## config.mk

```make
export PLATFORM = sky130hd
export DESIGN_NAME = cie_top
export DESIGN_NICKNAME = d
export VERILOG_FILES = /design/src/cie_pkg.sv /design/src/cie_top.sv
export SDC_FILE = /design/constraint.sdc
export NUM_CORES = 1
export LEC_CHECK = 0
export ABC_AREA = 1
export BUFFER_PORTS_ARGS = -buffer_cell sky130_fd_sc_hd__buf_2
export CAP_MARGIN = 40
export CORE_MARGIN = 2
export CORE_UTILIZATION = 44
export CTS_CLUSTER_SIZE = 10
export DETAILED_ROUTE_END_ITERATION = 6
export GPL_TIMING_DRIVEN = 1
export MAX_ROUTING_LAYER = met4
export PLACE_DENSITY = 0.79
export SLEW_MARGIN = 20
export SYNTH_ARGS = -nofsm -noshare
export SYNTH_HDL_FRONTEND = slang
export SYNTH_SLANG_ARGS = --single-unit
```

## constraint.sdc

```tcl
create_clock -name clk -period 3.3 [get_ports clk]
set_clock_uncertainty 0.1 [all_clocks]
set_input_delay 0.33 -clock clk [delete_from_list [all_inputs] [get_ports clk]]
set_output_delay 0.33 -clock clk [all_outputs]
set_load 0.05 [all_outputs]
```

## src/cie_pkg.sv

```systemverilog
// Purpose: constants and types for the can interrupt enable logic
// Assumes: 32-bit ahb-lite register bus, word aligned registers
// Notes:   offsets are byte addresses inside a 64-byte window
package cie_pkg;
  localparam logic [5:0] CIE_OFS_ENABLE  = 6'h00;
  localparam logic [5:0] CIE_OFS_STATUS  = 6'h04;
  localparam logic [5:0] CIE_OFS_CTRL    = 6'h08;
  localparam logic [5:0] CIE_OFS_IRQ_ST  = 6'h0C;
  localparam logic [5:0] CIE_OFS_IRQ_MSK = 6'h10;
  localparam int CIE_WINDOW_BYTES = 64;
  localparam logic [7:0] CIE_ENABLE_RST = 8'h00;
  localparam int CIE_BIT_WUP  = 7;
  localparam int CIE_BIT_CSC  = 6;
  localparam int CIE_BIT_RXS  = 4;
  localparam int CIE_BIT_TXS  = 2;
  localparam int CIE_BIT_OVR  = 1;
  localparam int CIE_BIT_RXF  = 0;
  localparam int CIE_BIT_INIT_RQ  = 0;
  localparam int CIE_BIT_WUP_FEN  = 1;
  localparam logic [1:0] CIE_SENS_NONE = 2'h0;
  localparam logic [1:0] CIE_SENS_BOFF = 2'h1;
  localparam logic [1:0] CIE_SENS_ERR  = 2'h2;
  localparam logic [1:0] CIE_SENS_ALL  = 2'h3;

  typedef enum logic [1:0] {
    CIE_ST_OK   = 2'b00,
    CIE_ST_WARN = 2'b01,
    CIE_ST_ERR  = 2'b10,
    CIE_ST_BOFF = 2'b11
  } cie_state_t;

  typedef struct packed {
    logic wakeup;
    logic rx_full;
    logic overrun;
  } cie_events_t;

  typedef struct packed {
    logic wakeup;
    logic error;
    logic receive;
  } cie_irq_t;
endpackage

```

## src/cie_top.sv

```systemverilog
// Purpose: interrupt enable and status change sensitivity of a can unit
// Assumes: ahb-lite slave, zero wait states, single word transfers
// Notes:   events and controller states come from the same clock domain
//
// Overview of operation
// - wakeup, status change, overrun and rx full enables reset while init fully active
// - enable writes only outside initialization
// - sensitivity fields unaffected by initialization
// - wakeup enable gates wakeup request
// - status change enable gates error request
// - receiver sensitivity selects counted transitions
// - receiver flags update only without pending change
// - transmitter sensitivity selects counted transitions
// - transmitter flags update only without pending change
// - overrun enable gates error request
// - receive full enable gates receiver request
// - receiver bus-off state; tx recovery forces ok
// - register window spans 64 bytes
//
// Chosen here: the register addresses and the AHB-Lite register port.
`timescale 1ns/1ps
module cie_top (
  input  wire logic               clk,
  input  wire logic               sys_rst,
  input  wire logic               hsel,
  input  wire logic [31:0]        haddr,
  input  wire logic [1:0]         htrans,
  input  wire logic               hwrite,
  input  wire logic [2:0]         hsize,
  input  wire logic [31:0]        hwdata,
  input  wire logic               hready,
  output logic                    hreadyout,
  output logic                    hresp,
  output logic [31:0]             hrdata,
  input  wire logic               init_acknowledge,
  input  wire cie_pkg::cie_events_t events,
  input  wire logic [1:0]         rx_state_code,
  input  wire logic [1:0]         tx_state_code,
  output logic                    init_request,
  output logic                    wakeup_function_en,
  output cie_pkg::cie_irq_t       irq_req,
  output logic                    irq
);

  logic [7:0]  can_interrupt_enable_q;
  logic        status_change_flag_q;
  logic [1:0]  rx_state_flags_q;
  logic [1:0]  tx_state_flags_q;
  logic        ev_wakeup_q;
  logic        ev_rx_full_q;
  logic        ev_overrun_q;
  logic [3:0]  irq_st_q;
  logic [3:0]  irq_msk_q;
  logic        wr_pend_q;
  logic [5:0]  wr_addr_q;
  logic        init_mode;
  logic        wr_ok;
  logic        csc_event;
  logic [1:0]  rx_new;
  logic        rx_hit;
  logic        tx_hit;
  logic [3:0]  irq_ev;
  logic        rd_sel;
  logic [31:0] rd_d;

  // byte offset inside the 64-byte window
  function automatic logic [5:0] win_ofs(input logic [31:0] a);
    win_ofs = a[5:0];
  endfunction

  // does a transition touch the chosen sensitivity class
  function automatic logic sens_hit(input logic [1:0] sens, input logic [1:0] o,
                                    input logic [1:0] n);
    sens_hit = 1'b0;
    if (o != n) begin
      unique case (sens)
        cie_pkg::CIE_SENS_NONE: sens_hit = 1'b0;
        cie_pkg::CIE_SENS_BOFF: sens_hit = (o == cie_pkg::CIE_ST_BOFF) ||
                                           (n == cie_pkg::CIE_ST_BOFF);
        cie_pkg::CIE_SENS_ERR:  sens_hit = (o[1] != n[1]);
        cie_pkg::CIE_SENS_ALL:  sens_hit = 1'b1;
      endcase
    end
  endfunction

  assign init_mode = init_request && init_acknowledge;
  assign wr_ok     = !init_request && !init_acknowledge;

  // transmitter recovery drags the receiver straight to ok
  assign rx_new = (tx_state_flags_q == cie_pkg::CIE_ST_BOFF &&
                   tx_state_code == cie_pkg::CIE_ST_OK) ? cie_pkg::CIE_ST_OK
                                                        : rx_state_code;
  assign rx_hit = sens_hit(can_interrupt_enable_q[cie_pkg::CIE_BIT_RXS +: 2],
                           rx_state_flags_q, rx_new);
  assign tx_hit = sens_hit(can_interrupt_enable_q[cie_pkg::CIE_BIT_TXS +: 2],
                           tx_state_flags_q, tx_state_code);
  assign csc_event = !status_change_flag_q && (rx_hit || tx_hit);

  // ahb address phase capture
  always_ff @(posedge clk) begin
    if (sys_rst) begin
      wr_pend_q <= 1'b0;
      wr_addr_q <= 6'h00;
    end else if (hready) begin
      wr_pend_q <= hsel && htrans[1] && hwrite;
      wr_addr_q <= win_ofs(haddr);
    end
  end

  always_ff @(posedge clk) begin
    if (sys_rst) begin
      hreadyout <= 1'b1;
      hresp     <= 1'b0;
    end else begin
      hreadyout <= 1'b1;
      hresp     <= 1'b0;
    end
  end

  // enable register; sensitivity fields outlive init mode
  always_ff @(posedge clk) begin
    if (sys_rst) begin
      can_interrupt_enable_q <= cie_pkg::CIE_ENABLE_RST;
    end else begin
      if (wr_pend_q && wr_addr_q == cie_pkg::CIE_OFS_ENABLE) begin
        if (wr_ok) begin
          can_interrupt_enable_q <= hwdata[7:0];
        end else begin
          can_interrupt_enable_q[5:2] <= hwdata[5:2];
        end
      end
      // init clear overrides the write on the gated bits
      if (init_mode) begin
        can_interrupt_enable_q[cie_pkg::CIE_BIT_WUP] <= 1'b0;
        can_interrupt_enable_q[cie_pkg::CIE_BIT_CSC] <= 1'b0;
        can_interrupt_enable_q[cie_pkg::CIE_BIT_OVR] <= 1'b0;
        can_interrupt_enable_q[cie_pkg::CIE_BIT_RXF] <= 1'b0;
      end
    end
  end

  // control bits toward the can core
  always_ff @(posedge clk) begin
    if (sys_rst) begin
      init_request       <= 1'b0;
      wakeup_function_en <= 1'b0;
    end else if (wr_pend_q && wr_addr_q == cie_pkg::CIE_OFS_CTRL) begin
      init_request       <= hwdata[cie_pkg::CIE_BIT_INIT_RQ];
      wakeup_function_en <= hwdata[cie_pkg::CIE_BIT_WUP_FEN];
    end
  end

  // status change flag, set wins over write-one clear
  always_ff @(posedge clk) begin
    if (sys_rst) begin
      status_change_flag_q <= 1'b0;
    end else if (csc_event) begin
      status_change_flag_q <= 1'b1;
    end else if (wr_pend_q && wr_addr_q == cie_pkg::CIE_OFS_STATUS &&
                 hwdata[8]) begin
      status_change_flag_q <= 1'b0;
    end
  end

  // state flags frozen while a change is pending
  always_ff @(posedge clk) begin
    if (sys_rst) begin
      rx_state_flags_q <= cie_pkg::CIE_ST_OK;
      tx_state_flags_q <= cie_pkg::CIE_ST_OK;
    end else if (!status_change_flag_q) begin
      rx_state_flags_q <= rx_new;
      tx_state_flags_q <= tx_state_code;
    end
  end

  // event flags, set wins over clear
  always_ff @(posedge clk) begin
    if (sys_rst) begin
      ev_wakeup_q  <= 1'b0;
      ev_rx_full_q <= 1'b0;
      ev_overrun_q <= 1'b0;
    end else begin
      ev_wakeup_q  <= events.wakeup ||
                      (ev_wakeup_q && !(wr_pend_q &&
                       wr_addr_q == cie_pkg::CIE_OFS_STATUS && hwdata[2]));
      ev_rx_full_q <= events.rx_full ||
                      (ev_rx_full_q && !(wr_pend_q &&
                       wr_addr_q == cie_pkg::CIE_OFS_STATUS && hwdata[0]));
      ev_overrun_q <= events.overrun ||
                      (ev_overrun_q && !(wr_pend_q &&
                       wr_addr_q == cie_pkg::CIE_OFS_STATUS && hwdata[1]));
    end
  end

  // requests are flag and enable
  always_ff @(posedge clk) begin
    if (sys_rst) begin
      irq_req <= '0;
    end else begin
      irq_req.wakeup  <= ev_wakeup_q &&
                         can_interrupt_enable_q[cie_pkg::CIE_BIT_WUP];
      irq_req.error   <= (status_change_flag_q &&
                          can_interrupt_enable_q[cie_pkg::CIE_BIT_CSC]) ||
                         (ev_overrun_q &&
                          can_interrupt_enable_q[cie_pkg::CIE_BIT_OVR]);
      irq_req.receive <= ev_rx_full_q &&
                         can_interrupt_enable_q[cie_pkg::CIE_BIT_RXF];
    end
  end

  // sticky summary status and mask
  assign irq_ev = {events.wakeup, csc_event, events.overrun, events.rx_full};

  always_ff @(posedge clk) begin
    if (sys_rst) begin
      irq_st_q <= 4'h0;
    end else if (wr_pend_q && wr_addr_q == cie_pkg::CIE_OFS_IRQ_ST) begin
      irq_st_q <= (irq_st_q & ~hwdata[3:0]) | irq_ev;
    end else begin
      irq_st_q <= irq_st_q | irq_ev;
    end
  end

  always_ff @(posedge clk) begin
    if (sys_rst) begin
      irq_msk_q <= 4'h0;
    end else if (wr_pend_q && wr_addr_q == cie_pkg::CIE_OFS_IRQ_MSK) begin
      irq_msk_q <= hwdata[3:0];
    end
  end

  always_ff @(posedge clk) begin
    if (sys_rst) begin
      irq <= 1'b0;
    end else begin
      irq <= |(irq_st_q & irq_msk_q);
    end
  end

  // read data registered in the data phase
  assign rd_sel = hready && hsel && htrans[1] && !hwrite;

  always_comb begin
    rd_d = 32'h0000_0000;
    unique case (win_ofs(haddr))
      cie_pkg::CIE_OFS_ENABLE:  rd_d[7:0] = can_interrupt_enable_q;
      cie_pkg::CIE_OFS_STATUS:  rd_d[12:0] = {tx_state_flags_q, rx_state_flags_q,
                                              status_change_flag_q, 5'h00,
                                              ev_wakeup_q, ev_overrun_q,
                                              ev_rx_full_q};
      cie_pkg::CIE_OFS_CTRL:    rd_d[2:0] = {init_acknowledge, wakeup_function_en,
                                             init_request};
      cie_pkg::CIE_OFS_IRQ_ST:  rd_d[3:0] = irq_st_q;
      cie_pkg::CIE_OFS_IRQ_MSK: rd_d[3:0] = irq_msk_q;
      default:                  rd_d = 32'h0000_0000;
    endcase
  end

  always_ff @(posedge clk) begin
    if (sys_rst) begin
      hrdata <= 32'h0000_0000;
    end else if (rd_sel) begin
      hrdata <= rd_d;
    end
  end

endmodule // cie_top

```

==> results.yml <==
floorplanning:
  ios: 122
  core_sq_mm: 0.00504
  floorplan.rows: 26
  die_h_microns: 75.6
  die_w_microns: 75.6
  start_util_pct: 44.8
  dieArea_sq_mm: 0.00572
timing:
  rsz0062_at_grt: "false"
  slew_violations: 0
  max_freq_mhz: 592
  fin_tns_setup_ns: 0
  setup_viol_count_final: 0
  hold_viol: 0
  slew_headroom_pct: 60.2
  tightestPinTransition_ns: 0.594
  period_minus_slack_ns: 1.69
  period_share_pct: 51.2
clock_network:
  clkSinkCount: 50
  clock_path_buffers: 2
  cts_buffers: 5
  clockRootBuffer: "clkbuf_8"
  postCtsSetupBuffers: 0
  cts-htree-levels: 2
  insertion_delay_ns: 0.31
  cts_hold_buf: 0
  cts.clk_slew.worst_paths_ns: 0.09
  cts_resized: 0
  tritoncts: "done"
setup_path:
  crit_path_end_kind: "flip-flop"
  path_max_fanout: 13
  path_cells: "buf_2 -> nand3_1 -> nor2_2 -> inv_1 -> nor2_2 -> nand2_1 -> a21oi_1"
  cpMaxStageDelayCell: "nor2_2"
  arrival_ns: 1.82
  critical_path.startpoint: "hready"
  crit_required_ns: 3.43
  crit_cells: 7
  cp_top_family: "simple AND/OR/NAND/NOR gates"
  critPathBufInv: 2
  r2r_cells: 7
  cpPeakStageDelay_ns: 0.36
  crit_type: "in -> reg"
  path_common_cell: "nor2_2"
  worstSetupStartpointType: "input port"
  r2r-start: "wr_addr_q[0]"
pwr:
  power.internal_uw: 866
  powerDensity_mw_per_mm2: 459
  combPwrFrac_pct: 12.3
  switchingPower_uw: 317
  leakagePower_nw: 1.17
  vdd.ir_drop.worst_uv: 275
  p_sw_share_pct: 26.8
  seqPwrFrac_pct: 53.7
  p_clk_share_pct: 34.1
logic_synthesis:
  synth_top_cell_by_area: "dfxtp_1"
  synth-seq-cells: 50
  syn_area_sq_mm: 0.00226
  ys_seq_area_share_pct: 44.3
  netlist_top_cells_area: "dfxtp_1, a21oi_1, nand2_1"
  ys_types: 24
  yosysWarnings: 0
  synth-edff-count: 0
  synth_common_cells: "dfxtp_1, nand2_1, a21oi_1"
  synth.most_common_cell: "dfxtp_1"
  synth.avg_cell_area_sq_um: 7.31
  synth.top_cell.area_share_pct: 44.3
  synth_async_sr_flop_share_pct: 0
  synthFlopType: "dfxtp_1"
  synthCells: 309
hold_path:
  min_path_cells: 3
  hp-class: "in -> reg"
  hp-start: "haddr[0]"
global_routing:
  grt_usage_pct: 19.5
  grt_pass1_vias: 1824
  antenna_found_initial: 0
  grt_overflow: 0
  grt_pass1_wl_mm: 8.11
  grt_max_degree: 27
finish:
  nNetsFinal: 436
  antenna-diode-count: 0
  final_layout_size_suffix_gt1_share_pct: 17.5
  design_area_sq_mm: 0.00258
  syn2layout_area_growth_pct: 14.1
drt:
  first_pass_iters: 4
  routed_wl_mm: 4.86
  vias: 2039
  antenna_left: 0
  viasPerCell: 4.80
  avgRoutedWirePerCell_microns: 11.4
  drcViolationCount: 0
  drt-initial-drc-count: 63
status:
  status: "completed"
flow_run:
  drv_cap: 0
placed_design:
  io_buffer_count: 47
  dpl.hpwl_mm: 3.73
  dpl-instance-area_sq_mm: 0.00247
  gp_congestion: 0.876
-- final timing paths --
check                                   end  slack, ns
setup / recovery                 hrdata[12]       1.61
hold / removal                 wr_addr_q[0]       0.16
setup reg to reg  can_interrupt_enable_q[6]       1.66
hold reg to reg                  irq_req[0]       0.35
-- through the flow --
step,hold slack (ns),power [mW],util (%),std cells,worst slack (ns)
final,0.161,1.18,51.1,425,1.61
after global routing,0.159,1.24,51.1,425,1.36
after CTS,0.157,1.19,51.1,425,1.62
after detailed placement,0.342,0.793,48.9,417,1.30
after global placement,0.350,0.790,48.9,417,1.32
after floorplan,0.320,0.775,-,328,1.89
-- cell families after synthesis --
kind of cell           share of synthesized area, %
AND/OR/NAND/NOR                                20.9
AO/OA/AOI/OAI                                  19.5
buffers and inverters                          14.2
flip-flops                                     44.3
XOR/XNOR                                      0.776
other                                         0.333
-- routing by layer --
metal  wire length, microns  vias up  track usage, %
met3                    362        8            5.29
met1                   2060      898            22.8
li1                       -     1063               -
met4                     75        0            6.63
met2                   2360       70            32.5
met5                      0        -               -
-- flip-flops by register name, summed over array words and instances, names as in the netlist, 2 cells and up --
register	cells
tx_state_flags_q	2
irq_msk_q	4
wr_addr_q	6
can_interrupt_enable_q	8
rx_state_flags_q	2
irq_st_q	4
hrdata	13
irq_req	3
-- layout make-up --
cell class / count / area [sq um]
clock buffers: 8 / 110
fillers: 542 / 2460
inverters: 36 / 135
multi-input cells: 214 / 1010
flip-flops and latches: 50 / 1000
well taps: 70 / 87.6
repair buffers: 47 / 235
-- tightest hold or removal path, delay by kind of cell --
kind                   cells  cell delay [ns]
buffers and inverters      1             0.09
and+or+nand+nor            2             0.12
-- power by group through the flow --
stage	logic [mW]	clock network [mW]	registers [mW]
after global routing	0.161	0.439	0.637
after CTS	0.145	0.415	0.634
after detailed placement	0.145	0	0.648
final	0.145	0.403	0.635
after floorplan	0.125	0	0.651
after global placement	0.142	0	0.647
-- cell usage in the layout (no fill, tap or decap) --
master and n:
dfxtp_1 50, nand2_1 48, buf_2 47, a21oi_1 40, inv_1 36, o21ai_0 35, nor2_1 32, conb_1 21
nand3_1 14, clkbuf_8 8, nand4_1 4, a31oi_1 3, a22oi_1 3, nor2_2 2, a211oi_1 2, xnor2_1 2
nor3_1 2, or2_4 1, nor3_2 1, nand2_2 1, nor4_2 1, a41oi_1 1, nor3_4 1
No activity file was read; power rests on OpenSTA's default activity.
